$ cat src/logic/cac_map.svh
// register offsets, field positions, reset values and timing counts of the converter control
`ifndef CAC_MAP_SVH
`define CAC_MAP_SVH

// ==========================================
// register offsets (index on the register port)
`define CAC_OFS_MUX_SELECT 3'h0
`define CAC_OFS_CONV_CTRL_A 3'h1
`define CAC_OFS_CONV_CTRL_B 3'h2
`define CAC_OFS_CMP_CTRL 3'h3
`define CAC_OFS_CMP_DIGIN 3'h4
`define CAC_OFS_RESULT_LOW 3'h5
`define CAC_OFS_RESULT_HIGH 3'h6

// ==========================================
// mux_select_reg fields
`define CAC_MUX_REF_HI 7
`define CAC_MUX_REF_LO 6
`define CAC_MUX_LEFT_ADJ 5
`define CAC_MUX_CH_HI 2
`define CAC_MUX_CH_LO 0

// ==========================================
// converter_control_a fields
`define CAC_CA_ENABLE 7
`define CAC_CA_START 6
`define CAC_CA_AUTO 5
`define CAC_CA_DONE_FLAG 4
`define CAC_CA_DONE_IE 3

// ==========================================
// converter_control_b fields
`define CAC_CB_MUX_EN 6
`define CAC_CB_TRIG_HI 2
`define CAC_CB_TRIG_LO 0

// ==========================================
// comparator_control_status fields
`define CAC_CS_POWER_OFF 7
`define CAC_CS_BANDGAP 6
`define CAC_CS_SYNC_OUT 5
`define CAC_CS_IRQ_FLAG 4
`define CAC_CS_IRQ_EN 3
`define CAC_CS_CAPTURE 2
`define CAC_CS_MODE_HI 1
`define CAC_CS_MODE_LO 0

// ==========================================
// comparator_pin_input_disable fields
`define CAC_DI_NEG 1
`define CAC_DI_POS 0

// ==========================================
// reset values
`define CAC_RST_REG8 8'h00
`define CAC_RST_RESULT 10'h000

// ==========================================
// timing counts in converter clock cycles
`define CAC_CONV_NORMAL 5'h0D
`define CAC_CONV_FIRST 5'h19

// ==========================================
// trigger source code that means "conversion complete" (free running)
`define CAC_TRIG_FREE_RUN 3'h0

`endif

$ cat src/logic/cac_pkg.sv
// types shared by the comparator and converter control
package cac_pkg;

	// ==========================================
	// comparator interrupt modes
	typedef enum logic [1:0] {
		CAC_MODE_TOGGLE = 2'h0,
		CAC_MODE_RESERVED = 2'h1,
		CAC_MODE_FALL = 2'h2,
		CAC_MODE_RISE = 2'h3
	} cac_cmp_mode_t;

	// ==========================================
	// conversion sequencer states, one-hot
	typedef enum logic [2:0] {
		CAC_SEQ_IDLE = 3'h1,
		CAC_SEQ_WAIT = 3'h2,
		CAC_SEQ_CONV = 3'h4
	} cac_seq_state_t;

endpackage : cac_pkg

$ cat src/logic/cac_seq_if.sv
// signals between the control registers and the conversion sequencer
interface cac_seq_if;
	logic ce; // clock enable
	logic enable; // converter enable bit
	logic start; // one-cycle start request
	logic prescaler_reset; // trigger edge restarts the prescaler
	logic busy; // start pending or converting
	logic converting; // selections locked
	logic done; // one-cycle completion pulse
	logic sample; // one-cycle sample pulse to the analog core

	modport ctrl (
		output ce, enable, start, prescaler_reset,
		input busy, converting, done, sample
	);
	modport seq (
		input ce, enable, start, prescaler_reset,
		output busy, converting, done, sample
	);
endinterface : cac_seq_if

$ cat src/logic/cac_conv_seq.sv
// converter prescaler and conversion cycle sequencer
`include "cac_map.svh"

module cac_conv_seq
	import cac_pkg::*;
#(
	parameter int PRESCALE_DIV = 4
) (
	input wire logic i_clock,
	input wire logic i_rst,
	cac_seq_if.seq sq
);

	localparam int PW = $clog2(PRESCALE_DIV + 1);
	localparam logic [PW-1:0] PRESC_LAST = PW'(PRESCALE_DIV - 1);

	// ==========================================
	// state
	cac_seq_state_t state; // sequencer state
	logic [PW-1:0] presc; // prescaler count
	logic [4:0] cyc; // converter cycles inside a conversion
	logic first_pending; // next conversion is the long first one
	logic first_run; // current conversion is a long one
	logic tick; // one converter clock edge
	logic last; // final converter cycle of a conversion

	assign tick = (presc == PRESC_LAST) && !sq.prescaler_reset;
	assign last = (state == CAC_SEQ_CONV) && tick &&
		(cyc == (first_run ? `CAC_CONV_FIRST : `CAC_CONV_NORMAL) - 5'h01);

	// ==========================================
	// prescaler: runs while enabled, held at zero otherwise
	always_ff @(posedge i_clock) begin
		if (i_rst) begin
			presc <= '0;
		end else if (sq.ce) begin
			if (!sq.enable || sq.prescaler_reset || tick) begin
				presc <= '0;
			end else begin
				presc <= presc + PW'(1);
			end
		end
	end

	// ==========================================
	// first conversion after enable is long
	always_ff @(posedge i_clock) begin
		if (i_rst) begin
			first_pending <= 1'b1;
		end else if (sq.ce) begin
			if (!sq.enable) begin
				first_pending <= 1'b1; // re-arm on switch off
			end else if (state == CAC_SEQ_WAIT && tick) begin
				first_pending <= 1'b0;
			end
		end
	end

	// ==========================================
	// conversion state machine
	always_ff @(posedge i_clock) begin
		if (i_rst) begin
			state <= CAC_SEQ_IDLE;
			cyc <= 5'h00;
			first_run <= 1'b0;
		end else if (sq.ce) begin
			if (!sq.enable) begin
				state <= CAC_SEQ_IDLE; // abort on disable
				cyc <= 5'h00;
			end else begin
				unique case (state)
					CAC_SEQ_IDLE: begin
						if (sq.start) begin
							state <= CAC_SEQ_WAIT;
						end
					end
					CAC_SEQ_WAIT: begin
						if (tick) begin // begin on the next converter edge
							state <= CAC_SEQ_CONV;
							cyc <= 5'h00;
							first_run <= first_pending;
						end
					end
					CAC_SEQ_CONV: begin
						if (last) begin
							state <= sq.start ? CAC_SEQ_WAIT : CAC_SEQ_IDLE;
							cyc <= 5'h00;
						end else if (tick) begin
							cyc <= cyc + 5'h01;
						end
					end
				endcase
			end
		end
	end

	// ==========================================
	// status toward the control registers
	assign sq.done = last && sq.enable;
	assign sq.busy = (state != CAC_SEQ_IDLE);
	assign sq.converting = (state == CAC_SEQ_CONV);
	assign sq.sample = (state == CAC_SEQ_WAIT) && tick && sq.enable;

endmodule : cac_conv_seq

$ cat src/logic/cac_top.sv
// comparator and converter control: registers, comparator events, conversion start and results
`include "cac_map.svh"

module cac_top
	import cac_pkg::*;
#(
	parameter int PRESCALE_DIV = 4
) (
	input wire logic i_clock,
	input wire logic i_rst,
	input wire logic i_ce,
	input wire logic [2:0] i_addr,
	input wire logic [7:0] i_wdata,
	input wire logic i_wr,
	input wire logic i_rd,
	output logic [7:0] o_rdata,
	input wire logic i_global_irq_enable,
	input wire logic i_cmp_irq_ack,
	input wire logic i_conv_irq_ack,
	output logic o_cmp_irq,
	output logic o_conv_irq,
	input wire logic i_cmp_raw,
	output logic o_cmp_power_off,
	output logic o_cmp_pos_bandgap,
	output logic o_cmp_neg_from_mux,
	output logic [2:0] o_cmp_neg_channel,
	output logic o_capture_input,
	input wire logic i_pos_pin_digital,
	input wire logic i_neg_pin_digital,
	output logic o_pos_pin_read,
	output logic o_neg_pin_read,
	output logic o_pos_digin_off,
	output logic o_neg_digin_off,
	input wire logic [7:0] i_trigger_src,
	output logic o_conv_enable,
	output logic [2:0] o_conv_channel,
	output logic [1:0] o_conv_reference,
	output logic o_conv_sample,
	input wire logic [9:0] i_conv_result
);

	// ==========================================
	// register fields
	logic [1:0] reference_select; // requested reference
	logic left_adjust; // result alignment
	logic [2:0] channel_select; // requested channel
	logic converter_enable; // converter on
	logic auto_trigger_enable; // auto-trigger mode
	logic conv_done_flag; // conversion complete flag
	logic conv_done_irq_enable; // conversion interrupt enable
	logic cmp_mux_enable; // negative input from channel mux
	logic [2:0] trigger_source_select; // auto-trigger source
	logic cmp_power_off; // comparator power off
	logic cmp_bandgap_select; // positive input from bandgap
	logic cmp_irq_flag; // comparator event flag
	logic cmp_irq_enable; // comparator interrupt enable
	logic cmp_capture_route; // comparator to capture input
	cac_cmp_mode_t cmp_irq_mode; // comparator event selection
	logic neg_pin_digin_off; // negative pin buffer off
	logic pos_pin_digin_off; // positive pin buffer off
	logic [9:0] result; // stored conversion result
	logic result_blocked; // updates held after a low-byte read

	// ==========================================
	// strobes and helpers
	logic wr_ca; // write to converter_control_a
	logic wr_cs; // write to comparator_control_status
	logic rd_low; // read of result_low_byte
	logic rd_high; // read of result_high_byte
	logic [2:0] cmp_sync; // comparator synchroniser chain
	logic cmp_sync_output; // accepted comparator level
	logic cmp_event; // selected comparator event
	logic [2:0] pin_sync_pos; // positive pin synchroniser
	logic [2:0] pin_sync_neg; // negative pin synchroniser
	logic trig_prev; // previous selected trigger level
	logic trig_level; // selected trigger level
	logic trig_edge; // rising edge of selected trigger
	logic sw_start; // software start request
	logic free_run; // done flag chosen as source
	logic auto_start; // auto-trigger start request
	logic [7:0] next_rdata; // read mux output

	cac_seq_if sq ();

	// decode one register address, for writes and reads
	function automatic logic hit(input logic [2:0] addr, input logic [2:0] ofs);
		hit = (addr == ofs);
	endfunction : hit

	assign wr_ca = i_wr && hit(i_addr, `CAC_OFS_CONV_CTRL_A);
	assign wr_cs = i_wr && hit(i_addr, `CAC_OFS_CMP_CTRL);
	assign rd_low = i_rd && hit(i_addr, `CAC_OFS_RESULT_LOW);
	assign rd_high = i_rd && hit(i_addr, `CAC_OFS_RESULT_HIGH);

	// ==========================================
	// sequencer
	assign sq.ce = i_ce;
	// next enable value, so a start written beside the enable bit is not lost
	assign sq.enable = (i_ce && wr_ca) ? i_wdata[`CAC_CA_ENABLE] : converter_enable;
	assign sw_start = wr_ca && i_wdata[`CAC_CA_START] && i_wdata[`CAC_CA_ENABLE];
	assign free_run = auto_trigger_enable && (trigger_source_select == `CAC_TRIG_FREE_RUN);
	assign trig_level = i_trigger_src[trigger_source_select];
	assign trig_edge = trig_level && !trig_prev;
	// a held-high trigger yields no new edge, so no restart
	assign auto_start = auto_trigger_enable && !free_run && trig_edge && !sq.busy;
	assign sq.prescaler_reset = auto_start;
	// software start taken when idle or on the last conversion cycle; free run restarts at done
	assign sq.start = sw_start || auto_start || (free_run && sq.done);

	cac_conv_seq #(
		.PRESCALE_DIV(PRESCALE_DIV)
	) u_seq (
		.i_clock(i_clock),
		.i_rst(i_rst),
		.sq(sq)
	);

	// ==========================================
	// trigger edge history
	always_ff @(posedge i_clock) begin
		if (i_rst) begin
			trig_prev <= 1'b0;
		end else if (i_ce) begin
			trig_prev <= trig_level; // trigger flags cleared upstream re-arm the edge
		end
	end

	// ==========================================
	// mux_select_reg
	always_ff @(posedge i_clock) begin
		if (i_rst) begin
			reference_select <= 2'h0;
			left_adjust <= 1'b0;
			channel_select <= 3'h0;
		end else if (i_ce && i_wr && hit(i_addr, `CAC_OFS_MUX_SELECT)) begin
			reference_select <= i_wdata[`CAC_MUX_REF_HI:`CAC_MUX_REF_LO];
			left_adjust <= i_wdata[`CAC_MUX_LEFT_ADJ];
			channel_select <= i_wdata[`CAC_MUX_CH_HI:`CAC_MUX_CH_LO];
		end
	end

	// ==========================================
	// selections applied to the converter core
	always_ff @(posedge i_clock) begin
		if (i_rst) begin
			o_conv_channel <= 3'h0;
			o_conv_reference <= 2'h0;
		end else if (i_ce) begin
			// follow only while enabled; the sampling cycle already locks
			if (sq.enable && !sq.converting && !sq.sample) begin
				o_conv_channel <= channel_select;
				o_conv_reference <= reference_select;
			end
		end
	end

	// ==========================================
	// converter_control_a
	always_ff @(posedge i_clock) begin
		if (i_rst) begin
			converter_enable <= 1'b0;
			auto_trigger_enable <= 1'b0;
			conv_done_irq_enable <= 1'b0;
		end else if (i_ce && wr_ca) begin
			converter_enable <= i_wdata[`CAC_CA_ENABLE];
			auto_trigger_enable <= i_wdata[`CAC_CA_AUTO];
			conv_done_irq_enable <= i_wdata[`CAC_CA_DONE_IE];
		end
	end

	// ==========================================
	// conversion complete flag: set wins over clear
	always_ff @(posedge i_clock) begin
		if (i_rst) begin
			conv_done_flag <= 1'b0;
		end else if (i_ce) begin
			if (sq.done) begin
				conv_done_flag <= 1'b1;
			end else if (i_conv_irq_ack || (wr_ca && i_wdata[`CAC_CA_DONE_FLAG])) begin
				conv_done_flag <= 1'b0;
			end
		end
	end

	// ==========================================
	// result store and read interlock
	always_ff @(posedge i_clock) begin
		if (i_rst) begin
			result <= `CAC_RST_RESULT;
		end else if (i_ce && sq.done && !result_blocked) begin
			result <= i_conv_result;
		end
	end

	always_ff @(posedge i_clock) begin
		if (i_rst) begin
			result_blocked <= 1'b0;
		end else if (i_ce) begin
			if (rd_high) begin
				result_blocked <= 1'b0;
			end else if (rd_low) begin
				result_blocked <= 1'b1;
			end
		end
	end

	// ==========================================
	// converter_control_b
	always_ff @(posedge i_clock) begin
		if (i_rst) begin
			cmp_mux_enable <= 1'b0;
			trigger_source_select <= 3'h0;
		end else if (i_ce && i_wr && hit(i_addr, `CAC_OFS_CONV_CTRL_B)) begin
			cmp_mux_enable <= i_wdata[`CAC_CB_MUX_EN];
			trigger_source_select <= i_wdata[`CAC_CB_TRIG_HI:`CAC_CB_TRIG_LO];
		end
	end

	// ==========================================
	// comparator_control_status writable bits
	always_ff @(posedge i_clock) begin
		if (i_rst) begin
			cmp_power_off <= 1'b0;
			cmp_bandgap_select <= 1'b0;
			cmp_irq_enable <= 1'b0;
			cmp_capture_route <= 1'b0;
			cmp_irq_mode <= CAC_MODE_TOGGLE;
		end else if (i_ce && wr_cs) begin
			cmp_power_off <= i_wdata[`CAC_CS_POWER_OFF];
			cmp_bandgap_select <= i_wdata[`CAC_CS_BANDGAP];
			cmp_irq_enable <= i_wdata[`CAC_CS_IRQ_EN];
			cmp_capture_route <= i_wdata[`CAC_CS_CAPTURE];
			// mode changes may raise an event; software masks first
			cmp_irq_mode <= cac_cmp_mode_t'(i_wdata[`CAC_CS_MODE_HI:`CAC_CS_MODE_LO]);
		end
	end

	// ==========================================
	// comparator synchroniser: accept a level once stages 2 and 3 agree
	always_ff @(posedge i_clock) begin
		if (i_rst) begin
			cmp_sync <= 3'h0;
			cmp_sync_output <= 1'b0;
		end else if (i_ce) begin
			cmp_sync <= {cmp_sync[1:0], i_cmp_raw};
			if (cmp_sync[1] == cmp_sync[2]) begin
				cmp_sync_output <= cmp_sync[2];
			end
		end
	end

	// ==========================================
	// comparator event selection
	always_comb begin
		logic changed;
		changed = 1'b0;
		changed = (cmp_sync[1] == cmp_sync[2]) && (cmp_sync[2] != cmp_sync_output);
		unique case (cmp_irq_mode)
			CAC_MODE_TOGGLE: cmp_event = changed;
			CAC_MODE_FALL: cmp_event = changed && !cmp_sync[2];
			CAC_MODE_RISE: cmp_event = changed && cmp_sync[2];
			CAC_MODE_RESERVED: cmp_event = 1'b0;
		endcase
	end

	// ==========================================
	// comparator flag: set wins over ack and write-one clear
	always_ff @(posedge i_clock) begin
		if (i_rst) begin
			cmp_irq_flag <= 1'b0;
		end else if (i_ce) begin
			if (cmp_event) begin
				cmp_irq_flag <= 1'b1;
			end else if (i_cmp_irq_ack || (wr_cs && i_wdata[`CAC_CS_IRQ_FLAG])) begin
				cmp_irq_flag <= 1'b0;
			end
		end
	end

	// ==========================================
	// comparator_pin_input_disable and pin reads
	always_ff @(posedge i_clock) begin
		if (i_rst) begin
			neg_pin_digin_off <= 1'b0;
			pos_pin_digin_off <= 1'b0;
		end else if (i_ce && i_wr && hit(i_addr, `CAC_OFS_CMP_DIGIN)) begin
			neg_pin_digin_off <= i_wdata[`CAC_DI_NEG];
			pos_pin_digin_off <= i_wdata[`CAC_DI_POS];
		end
	end

	always_ff @(posedge i_clock) begin
		if (i_rst) begin
			pin_sync_pos <= 3'h0;
			pin_sync_neg <= 3'h0;
			o_pos_pin_read <= 1'b0;
			o_neg_pin_read <= 1'b0;
		end else if (i_ce) begin
			pin_sync_pos <= {pin_sync_pos[1:0], i_pos_pin_digital};
			pin_sync_neg <= {pin_sync_neg[1:0], i_neg_pin_digital};
			if (pos_pin_digin_off) begin
				o_pos_pin_read <= 1'b0;
			end else if (pin_sync_pos[1] == pin_sync_pos[2]) begin
				o_pos_pin_read <= pin_sync_pos[2];
			end
			if (neg_pin_digin_off) begin
				o_neg_pin_read <= 1'b0;
			end else if (pin_sync_neg[1] == pin_sync_neg[2]) begin
				o_neg_pin_read <= pin_sync_neg[2];
			end
		end
	end

	// ==========================================
	// analog steering outputs
	always_ff @(posedge i_clock) begin
		if (i_rst) begin
			o_cmp_power_off <= 1'b0;
			o_cmp_pos_bandgap <= 1'b0;
			o_cmp_neg_from_mux <= 1'b0;
			o_cmp_neg_channel <= 3'h0;
			o_pos_digin_off <= 1'b0;
			o_neg_digin_off <= 1'b0;
			o_capture_input <= 1'b0;
		end else if (i_ce) begin
			o_cmp_power_off <= cmp_power_off;
			o_cmp_pos_bandgap <= cmp_bandgap_select;
			o_cmp_neg_from_mux <= cmp_mux_enable && !converter_enable;
			o_cmp_neg_channel <= channel_select;
			o_pos_digin_off <= pos_pin_digin_off;
			o_neg_digin_off <= neg_pin_digin_off;
			o_capture_input <= cmp_capture_route && cmp_sync_output;
		end
	end

	assign o_conv_enable = converter_enable;
	assign o_conv_sample = sq.sample;
	assign o_cmp_irq = cmp_irq_flag && cmp_irq_enable && i_global_irq_enable;
	assign o_conv_irq = conv_done_flag && conv_done_irq_enable && i_global_irq_enable;

	// ==========================================
	// read mux
	always_comb begin
		next_rdata = 8'h00;
		unique case (i_addr)
			`CAC_OFS_MUX_SELECT: next_rdata = {reference_select, left_adjust, 2'h0,
				channel_select};
			`CAC_OFS_CONV_CTRL_A: next_rdata = {converter_enable, sq.busy,
				auto_trigger_enable, conv_done_flag, conv_done_irq_enable, 3'h0};
			`CAC_OFS_CONV_CTRL_B: next_rdata = {1'b0, cmp_mux_enable, 3'h0,
				trigger_source_select};
			`CAC_OFS_CMP_CTRL: next_rdata = {cmp_power_off, cmp_bandgap_select,
				cmp_sync_output, cmp_irq_flag, cmp_irq_enable, cmp_capture_route,
				cmp_irq_mode};
			`CAC_OFS_CMP_DIGIN: next_rdata = {6'h00, neg_pin_digin_off, pos_pin_digin_off};
			`CAC_OFS_RESULT_LOW: next_rdata = left_adjust ? {result[1:0], 6'h00} :
				result[7:0];
			`CAC_OFS_RESULT_HIGH: next_rdata = left_adjust ? result[9:2] :
				{6'h00, result[9:8]};
			default: next_rdata = 8'h00; // unmapped
		endcase
	end

	// read data stands one cycle after the strobe, zero otherwise
	always_ff @(posedge i_clock) begin
		if (i_rst) begin
			o_rdata <= `CAC_RST_REG8;
		end else if (i_ce) begin
			o_rdata <= i_rd ? next_rdata : 8'h00;
		end
	end

endmodule : cac_top

$ cat config.mk
export PLATFORM = sky130hd
export DESIGN_NAME = cac_top
export DESIGN_NICKNAME = d
export VERILOG_FILES = /design/src/logic/cac_pkg.sv /design/src/logic/cac_seq_if.sv /design/src/logic/cac_conv_seq.sv /design/src/logic/cac_top.sv
export VERILOG_INCLUDE_DIRS = /design/src /design/src/logic
export SDC_FILE = /design/constraint.sdc
export NUM_CORES = 1
export LEC_CHECK = 0
export BUFFER_PORTS_ARGS = -buffer_cell sky130_fd_sc_hd__buf_2
export CORE_ASPECT_RATIO = 0.9
export CORE_MARGIN = 2
export CORE_UTILIZATION = 45
export CTS_CLUSTER_SIZE = 40
export DETAILED_ROUTE_END_ITERATION = 10
export PLACE_DENSITY = 0.71
export SLEW_MARGIN = 10
export SYNTH_ARGS = -nofsm -noshare
export SYNTH_HDL_FRONTEND = slang
export SYNTH_SLANG_ARGS = --single-unit
$ cat constraint.sdc
create_clock -name i_clock -period 1.95 [get_ports i_clock]
set_input_delay 0.2925 -clock i_clock [delete_from_list [all_inputs] [get_ports i_clock]]
set_output_delay 0.2925 -clock i_clock [all_outputs]
set_load 0.005 [all_outputs]
==> flow_summary_export.csv, run 1 <==
group,metric,value,unit
final_layout,design_area,4810,um^2
routing,viasPerCell,5.49,
sta,hold_viol_final,0,
final_layout,antennaDiodeCount,0,
sta,setup_viol,0,
critical_path,cp_data_arrival_time,1.64,ns
yosys,yosys.area.top_type,"dfxtp_1",
final_layout,drive_gt1_frac,0.270,
place,port-buffer-count,67,
routing,route.detailed.drc,0,
global_route,grt_max_degree,56,
clocking,clkSinkCount,82,
critical_path,regToRegSetupSlack,0.08,ns
sta,period_needed,1.94,ns
yosys,synth_area_leaders,"dfxtp_1, mux2i_1, nor2_1",
pwr,ir_worst_vdd,0.394,mV
min_path,holdPathEnd,"cmp_sync[0]$_SDFFE_PP0P_",
yosys,syn-num-nets,489,
critical_path,crit-reg2reg-launch,"u_seq.presc[0]$_SDFFE_PP0P_",
yosys,synthFlopType,"dfxtp_1",
floorplanning,dieArea,9450,um^2
min_path,hp-class,"in2reg",
routing,drt_pre_antenna_iters,5,
sta,rsz0062_at_grt,"yes",
pwr,power_leakage,1.95,nW
pwr,powerDensity,648,nW/um^2
final_layout,area_growth,23.1,%
critical_path,cp.buffers_inverters,2,
final_layout,top_regs,"result x10, o_rdata x8, u_seq.cyc x5",
yosys,syn-instance-count,445,
sta,slew_headroom,0.678,
sta,fin_tns_setup,0,ns
routing,final_antenna_net_count,0,
final_layout,nFillCells,817,
yosys,syn_avg_cell_area,8.78,um^2
critical_path,crit_family,"simple AND/OR/NAND/NOR gates",
critical_path,max_stage_delay,0.34,ns
clocking,clock_latency,0.36,ns
floorplanning,die_h,92.4,um
critical_path,regToRegEndpoint,"result[5]$_SDFFE_PP0P_",
global_route,grt_pass1_vias,3434,
place,placed_area,4570,um^2
clocking,clkTransAtPathRegs,0.09,ns
yosys,synth_edf_count,0,
critical_path,worst_r2r_path_depth,7,
final_layout,regMostFlops,"result",
floorplanning,fp-row-count,32,
critical_path,critPathMaxFanout,6,
sta,fmax,517,MHz
global_route,grt_pass1_wl,16.5,mm
floorplanning,coreArea,8490,um^2
critical_path,path_class,"reg2out",
final_layout,largest_reg_flops,10,
floorplanning,die_x,102,um
global_route,antenna_found_initial,0,
yosys,ys_seq_area_frac,0.420,
min_path,min_path_cells,3,
floorplanning,io_pins,68,
sta,whs,0.167,ns
routing,finalWirelength,10.4,mm
yosys,ys_ff_latch,82,
place,post-dp-hpwl,7.62,mm
yosys,yosys_warnings,0,
routing,drtIter0Drc,257,
sta,worst_pin_slew,0.483,ns
sta,finalCritPeriodShare,0.993,
global_route,grt_overflow,0,
clocking,cts_root_buffer,"clkbuf_8",
yosys,async_flop_share,0,
yosys,syn-cell-area,3910,um^2
routing,vias,3616,
clocking,cts_buffers,9,
place,globalplace.congestion,0.930,
critical_path,required,1.66,ns
final_layout,fin_nets,579,
run_status,status,"finished, final reports clean",
global_route,grtUsageTotal,0.224,
min_path,hold_start,"i_cmp_raw",
critical_path,path_cells,"ha_1 -> ha_2 -> buf_4 -> nand2b_4 -> nor2_4 -> and2_4 -> buf_2",
clocking,cts_tree,"done",
yosys,synth_top_area_frac,0.420,
clocking,htreeDepth,3,
yosys,yosys.cell_types.count,53,
sta,slew_viol_final,0,
routing,post_drt_wl_per_cell,15.8,um
run,cap_violations,0,
floorplanning,start_util,0.460,
critical_path,start_kind,"flop",
critical_path,critPathSlowestCell,"dfxtp_2",
sta,skew,0.0144,ns
critical_path,endpoint_kind,"primary output",
clocking,cts_buffer_depth,2,
layer usage:
layer / share of wire / vias to the layer above / GRT usage
met5: 0 / - / 0
met4: 0.026 / 0 / 0.0889
met3: 0.058 / 20 / 0.0468
met2: 0.47 / 120 / 0.358
met1: 0.45 / 1697 / 0.296
li1: - / 1779 / -
stage by stage:
step | setup slack (ns) | util | power [mW] | std cells
finish | 0.0142 | 0.567 | 3.12 | 659
detailed placement | -0.0174 | 0.538 | 2.01 | 640
global placement | 0.0298 | 0.538 | 2.00 | 640
CTS | 0.00309 | 0.564 | 3.14 | 658
global route | -0.0705 | 0.567 | 3.24 | 659
floorplan | 0.142 | - | 1.89 | 445
placed cells by master (no fill, tap or decap), types with 5 or more instances in the layout:
cell       n
nor2b_1    5
a22o_1     5
nand2b_1   5
dfxtp_1   80
inv_1      7
mux2_2     7
nor2_1    56
and3b_1    5
o21ai_0   29
mux2i_1   41
and3_1     7
buf_2     67
a21oi_1   39
clkbuf_8   9
nand2_1   33
nand3_1   23
a22oi_1   10
buf_4     36
synthesized netlist by cell type, types with 7 or more instances:
master,n
a21oi_1,40
a22oi_1,10
and3_1,7
buf_2,7
clkbuf_1,18
dfxtp_1,82
inv_1,7
mux2_2,7
mux2i_1,41
nand2_1,33
nand3_1,23
nor2_1,58
o21ai_0,29
what timing repair did:
| action | CTS | global route |
|---|---|---|
| setup buffers | 1 | 1 |
| gates resized for setup | 8 | 6 |
| hold buffers | 0 | 0 |
| pin swaps | 2 | 3 |
| cloned | 1 | 0 |
| endpoints found under the setup margin | 8 | 15 |
worst max-delay path by stage:
stage                                          start                           to  slack, ns  cells past startpoint
6_report                 u_seq.presc[0]$_SDFFE_PP0P_                o_conv_sample       0.01                      7
5_1_grt                  u_seq.presc[0]$_SDFFE_PP0P_                o_conv_sample      -0.07                      7
4_1_cts                  u_seq.presc[0]$_SDFFE_PP0P_                o_conv_sample      0.003                      7
3_5_place_dp             u_seq.presc[0]$_SDFFE_PP0P_       result[5]$_SDFFE_PP0P_      -0.02                      7
3_3_place_gp             u_seq.presc[0]$_SDFFE_PP0P_       result[5]$_SDFFE_PP0P_       0.03                      7
2_1_floorplan  trigger_source_select[1]$_SDFFE_PP0P_  u_seq.state[0]$_SDFFE_PP1P_       0.14                      5
kinds of logic (layout without fill, tap and decap cells):
family,Yosys count,after routing,synth area share
xor gates and xnor gates,1,1,0.00224
buffers and inverters,33,128,0.0359
muxes,51,51,0.142
DFF,82,82,0.420
AOI/OAI and AO/OA,108,108,0.174
adders and majority gates,4,4,0.0128
and+or+nand+nor,166,166,0.213
report_power, final:
part           internal (mW)  switching (mW)
logic                  0.112           0.154
registers               1.69          0.0159
clock network          0.471           0.672
total                   2.28           0.842
area by class of cell:
type	instances	area, um^2	share of cell area
Clock buffer	9	124	0.0257
Clock inverter	7	51.3	0.0107
Inverter	7	26.3	0.00546
Multi-Input combinational cell	330	2170	0.451
Sequential cell	82	1640	0.342
Tap cell	119	149	0.0309
Timing Repair Buffer	105	646	0.134
tightest hold or removal path: cells and delay by family:
| kind | cells | cell delay (ns) |
|---|---|---|
| buffers and inverters | 1 | 0.08 |
| and+or+nand+nor | 1 | 0.07 |
| muxes | 1 | 0.06 |
(Power assumes the default switching activity.)
==> inputs of run 2 (changes only) <==
- CELL_PAD_IN_SITES_DETAIL_PLACEMENT: default -> 1
- CELL_PAD_IN_SITES_GLOBAL_PLACEMENT: default -> 1
- CORE_UTILIZATION: 45 -> 38
- CTS_BUF_LIST: default -> sky130_fd_sc_hd__clkbuf_16
- PLACE_DENSITY: 0.71 -> 0.78
==> flow_summary_export.csv, run 2 (synthesis gave the netlist of run 1 again) <==
group,metric,value,unit
critical_path,path_class,"reg2out",
routing,final_antenna_net_count,0,
final_layout,final_core_util,0.492,
critical_path,critPathSlowestCell,"dfxtp_2",
critical_path,crit-reg2reg-launch,"u_seq.state[1]$_SDFFE_PP0P_",
routing,route.detailed.drc,0,
critical_path,path_common_cell,"ha_4",
routing,finalWirelength,12.0,mm
critical_path,setup.worst_path.start,"u_seq.presc[0]$_SDFFE_PP0P_",
sta,fmax,530,MHz
sta,slew_headroom,0.649,
clocking,clkSinkCount,82,
routing,post_drt_wl_per_cell,17.9,um
place,globalplace.congestion,0.920,
run_status,status,"finished, final reports clean",
final_layout,final_cell_mix,"dfxtp_1, buf_2, nor2_1",
sta,rsz0062_at_grt,"no",
clocking,clkTransAtPathRegs,0.07,ns
routing,viasPerCell,5.49,
final_layout,top_regs,"result x10, o_rdata x8, u_seq.cyc x5",
global_route,grt_overflow,0,
place,placed_area,4590,um^2
routing,vias,3696,
final_layout,antennaDiodeCount,0,
pwr,p_comb_frac,0.074,
pwr,powerDensity,738,nW/um^2
global_route,antenna_found_initial,0,
place,placed_cells,655,
pwr,seqPwrFrac,0.465,
floorplanning,die_x,111,um
floorplanning,fp-row-count,35,
final_layout,area_growth,27.4,%
critical_path,endpoint_kind,"primary output",
global_route,grtUsageTotal,0.224,
sta,skew,0.00900,ns
global_route,grt_max_degree,37,
floorplanning,die_h,100,um
place,port-buffer-count,67,
sta,slew_viol_final,0,
sta,hold_viol_final,0,
final_layout,fin_nets,583,
clocking,htreeDepth,3,
critical_path,max_stage_delay,0.35,ns
pwr,power_leakage,2.01,nW
final_layout,layout.cells.non_filler,673,
pwr,clockPowerShare,0.461,
pwr,ir_worst_vdd,0.383,mV
critical_path,crit_path_end,"o_conv_sample",
final_layout,final-seq-area,1650,um^2
clocking,clock_latency,0.34,ns
sta,worst_pin_slew,0.527,ns
critical_path,critPathMaxFanout,5,
floorplanning,coreArea,10100,um^2
critical_path,start_kind,"flop",
final_layout,regMostFlops,"result",
critical_path,path_cells,"ha_4 -> ha_4 -> nand2b_1 -> nor2_4 -> and2_1 -> buf_2",
clocking,postCtsHoldBufs,0,
final_layout,nFillCells,1210,
place,post-dp-hpwl,8.99,mm
final_layout,design_area,4980,um^2
sta,period_needed,1.89,ns
global_route,grt_pass1_wl,20.1,mm
routing,drt_pre_antenna_iters,4,
clocking,cts_buffer_depth,2,
floorplanning,start_util,0.386,
final_layout,drive_gt1_frac,0.278,
pwr,p_sw,0.968,mW
clocking,cts_root_buffer,"clkbuf_16",
global_route,grt_pass1_vias,4035,
final_layout,multi_input_area,2200,um^2
critical_path,worst_r2r_path_depth,5,
sta,worst_slack,0.0616,ns
sta,setup_viol,0,
critical_path,regToRegSetupSlack,0.09,ns
run,cap_violations,0,
floorplanning,io_pins,68,
clocking,cts_buffers,9,
critical_path,required,1.66,ns
floorplanning,dieArea,11100,um^2
pwr,p_int,2.71,mW
place,dp_worst_setup_slack,-0.102,ns
final_layout,largest_reg_flops,10,
min_path,hp-class,"in2reg",
critical_path,regToRegEndpoint,"u_seq.state[0]$_SDFFE_PP1P_",
critical_path,cp_data_arrival_time,1.60,ns
sta,finalCritPeriodShare,0.968,
pwr,sw_frac_of_total,0.264,
routing,drtIter0Drc,136,
clocking,cts_tree,"done",
final_layout,layout_commonest_cell,"dfxtp_1",
run 2: cell count changes in the layout (fill, tap and decap cells not counted), sizes merged:
cell,change
clkinvlp,-2
buf,+4
inv,+1
clkinv,+1
run 2: repair_timing:
item | 4_1_cts | 5_1_grt
setup buffers | 1 | 0
setup endpoints to repair | 12 | 17
gates resized for setup | 4 | 15
gates cloned | 1 | 0
pin swaps | 2 | 3
run 2: layout make-up:
type                            instances  area share
Clock buffer                            9      0.0452
Timing Repair Buffer                  109       0.131
Tap cell                              129      0.0324
Multi-Input combinational cell        330       0.441
Inverter                                7     0.00528
Clock inverter                          7      0.0143
Sequential cell                        82       0.330
run 2: stage by stage:
step | hold WS, ns | power, mW | TNS [ns]
finish | 0.185 | 3.67 | 0
global route | 0.201 | 3.81 | 0
CTS | 0.186 | 3.71 | -0.213
global placement | 0.441 | 2.01 | 0
floorplan | 0.385 | 1.89 | 0
detailed placement | 0.459 | 2.01 | -0.235
run 2: how the worst min path moves through the flow:
stage / start / end / cells past startpoint
floorplan: i_rst / o_conv_enable$_SDFF_PP0_ / 1
global placement: u_seq.presc[1]$_SDFFE_PP0P_ / u_seq.presc[1]$_SDFFE_PP0P_ / 2
detailed placement: u_seq.first_pending$_SDFFE_PP1P_ / u_seq.first_pending$_SDFFE_PP1P_ / 1
CTS: i_conv_result[4] / result[4]$_SDFFE_PP0P_ / 3
global route: i_conv_result[8] / result[8]$_SDFFE_PP0P_ / 3
finish: i_conv_result[4] / result[4]$_SDFFE_PP0P_ / 3
run 2: worst max-delay path: cells and delay by family, from the launching register on:
family	cells	cell delay (ns)
and+or+nand+nor	3	0.50
DFF	1	0.35
adders and majority gates	2	0.28
buffers and inverters	1	0.12
run 2: power by group through the flow:
| stage | Clock, mW | Sequential (mW) | Combinational [mW] |
|---|---|---|---|
| detailed placement | 0 | 1.75 | 0.267 |
| global route | 1.80 | 1.71 | 0.297 |
| CTS | 1.73 | 1.71 | 0.271 |
| finish | 1.69 | 1.71 | 0.272 |
| floorplan | 0 | 1.74 | 0.146 |
| global placement | 0 | 1.75 | 0.260 |
run 2: per-layer routing:
metal | track usage | part of all wire | wire (um)
met1 | 0.284 | 0.45 | 5430
met2 | 0.386 | 0.49 | 5890
met4 | 0.0750 | 0.019 | 227
met5 | 0 | 0 | 0
met3 | 0.0435 | 0.040 | 485
==> inputs of run 3 (changes only) <==
- ABC_AREA: default -> 1
- CORE_UTILIZATION: 38 -> 36
==> flow_summary_export.csv, run 3 <==
group,metric,value,unit
run_status,status,"finished, final reports clean",
routing,viasPerCell,5.18,
sta,skew,0.00641,ns
final_layout,layout_commonest_cell,"dfxtp_1",
sta,slew_headroom,0.655,
yosys,syn-cell-area,3800,um^2
yosys,yosys.cell_types.count,36,
min_path,hp-class,"in2reg",
global_route,grt_pass1_vias,3892,
pwr,p_int,2.93,mW
final_layout,area_growth,23.4,%
clocking,clkSinkCount,82,
floorplanning,fp-row-count,35,
pwr,p_comb_frac,0.081,
sta,slew_viol_final,0,
yosys,synth.most_common_cell,"dfxtp_1",
final_layout,regMostFlops,"result",
critical_path,path_class,"reg2out",
critical_path,required,1.66,ns
yosys,synthFlopType,"dfxtp_1",
global_route,top_usage_layer,"met2",
clocking,postCtsHoldBufs,0,
pwr,seqPwrFrac,0.455,
yosys,syn-num-nets,570,
clocking,clkTransAtPathRegs,0.06,ns
pwr,clockPowerShare,0.465,
yosys,synth_edf_count,0,
place,post-dp-hpwl,8.84,mm
critical_path,cp_data_arrival_time,1.58,ns
sta,setup_viol,0,
floorplanning,die_x,112,um
routing,finalWirelength,12.2,mm
routing,drt_pre_antenna_iters,4,
global_route,use_met1,0.288,
routing,vias,3806,
critical_path,endpoint_kind,"primary output",
clocking,cts_root_buffer,"clkbuf_16",
sta,fmax,533,MHz
pwr,finalPower,3.84,mW
final_layout,antennaDiodeCount,0,
pwr,p_sw,0.909,mW
clocking,clock_latency,0.34,ns
floorplanning,start_util,0.371,
place,port-buffer-count,67,
clocking,cts_tree,"done",
yosys,yosys_warnings,0,
final_layout,largest_reg_flops,10,
yosys,synthTopCellsByCount,"dfxtp_1, nand2_1, a21oi_1",
yosys,ys_ff_latch,82,
global_route,grtUsageTotal,0.217,
global_route,use_met2,0.363,
critical_path,start_kind,"flop",
routing,final_antenna_net_count,0,
floorplanning,die_h,102,um
critical_path,critPathMaxFanout,6,
yosys,syn-instance-count,526,
sta,worst_pin_slew,0.518,ns
sta,hold_viol_final,0,
routing,drtIter0Drc,232,
clocking,cts_buffer_depth,2,
sta,finalCritPeriodShare,0.962,
pwr,ir_worst_vdd,0.578,mV
global_route,grt_max_degree,58,
final_layout,fin_nets,645,
final_layout,top_regs,"result x10, o_rdata x8, u_seq.cyc x5",
clocking,htreeDepth,3,
clocking,cts_buffers,9,
pwr,sw_frac_of_total,0.237,
global_route,grt_pass1_wl,19.3,mm
place,placed_area,4290,um^2
global_route,grt_overflow,0,
global_route,antenna_found_initial,0,
sta,period_needed,1.88,ns
routing,post_drt_wl_per_cell,16.5,um
yosys,ys_seq_area_frac,0.432,
sta,rsz0062_at_grt,"yes",
yosys,synth_top_area_frac,0.432,
floorplanning,io_pins,68,
pwr,power_leakage,1.96,nW
critical_path,regToRegSetupSlack,0.10,ns
final_layout,final_cell_mix,"dfxtp_1, nand2_1, buf_2",
run,cap_violations,0,
yosys,synth_area_leaders,"dfxtp_1, a21oi_1, o21ai_0",
pwr,powerDensity,817,nW/um^2
final_layout,drive_gt1_frac,0.224,
place,globalplace.congestion,0.909,
yosys,yosys.area.top_type,"dfxtp_1",
global_route,use_met3,0.0539,
yosys,async_flop_share,0,
final_layout,design_area,4690,um^2
sta,fin_tns_setup,0,ns
floorplanning,coreArea,10200,um^2
yosys,syn_avg_cell_area,7.23,um^2
routing,route.detailed.drc,0,
floorplanning,dieArea,11400,um^2
## run 3: power by group through the flow
stage	Clock, mW	Sequential, mW	Combinational [mW]
floorplan	0	1.77	0.173
global placement	0	1.78	0.291
detailed placement	0	1.78	0.300
CTS	1.82	1.74	0.304
global route	1.89	1.75	0.346
finish	1.78	1.74	0.310
## run 3: path summary, 6_finish.rpt
| check | start | endpoint | depth (start not counted) |
|---|---|---|---|
| max | trigger_source_select[0]$_SDFFE_PP0P_ | o_conv_sample | 8 |
| min | i_neg_pin_digital | pin_sync_neg[0]$_SDFFE_PP0P_ | 3 |
| max reg2reg | u_seq.presc[0]$_SDFFE_PP0P_ | u_seq.state[1]$_SDFFE_PP0P_ | 7 |
| min reg2reg | o_conv_channel[0]$_SDFFE_PP0P_ | o_conv_channel[0]$_SDFFE_PP0P_ | 2 |
## run 3: logic make-up after synthesis
kind of cell	after synthesis	synth area share
simple gates	190	0.225
compound gates	160	0.234
buf+inv	88	0.0918
flops	82	0.432
fa+ha+maj	4	0.0132
xor+xnor	2	0.00461
## run 3: per-layer routing
metal  share of wire  wire length (um)
met4           0.011               135
met5               0                 0
met2            0.47              5700
met1            0.48              5790
met3           0.044               538
## run 3: per-stage QoR
step	utilization	std cells	setup WS, ns	hold slack (ns)
floorplan	-	526	0.263	0.362
global placement	0.418	714	0.135	0.433
detailed placement	0.418	714	0.0144	0.441
CTS	0.449	730	-0.0115	0.165
global route	0.458	735	-0.0454	0.180
finish	0.458	735	0.0743	0.175
## run 3: final cells by class
cell class / count / area, um^2
tap: 129 / 161
sequential: 82 / 1650
clock inverter: 7 / 85.1
fill: 1331 / 5550
timing repair buffer: 80 / 433
clock buffer: 9 / 225
inverter: 72 / 277
multi-input combinational: 356 / 1870
## run 3: repair_timing
item                                   4_1_cts  5_1_grt
endpoints found under the hold margin        0        0
setup endpoints to repair                   14       16
pin swaps                                    0        5
gates resized for setup                      3       15
setup buffers                                0        5
## run 3: critical path, cell delays in order, from the launching register on
cell and delay (ns):
dfxtp_4 0.38, inv_4 0.09, nand2_1 0.06, nand3_1 0.09
nand3_2 0.12, nand3_2 0.15, nand2_4 0.09, nor2_2 0.12
buf_2 0.13
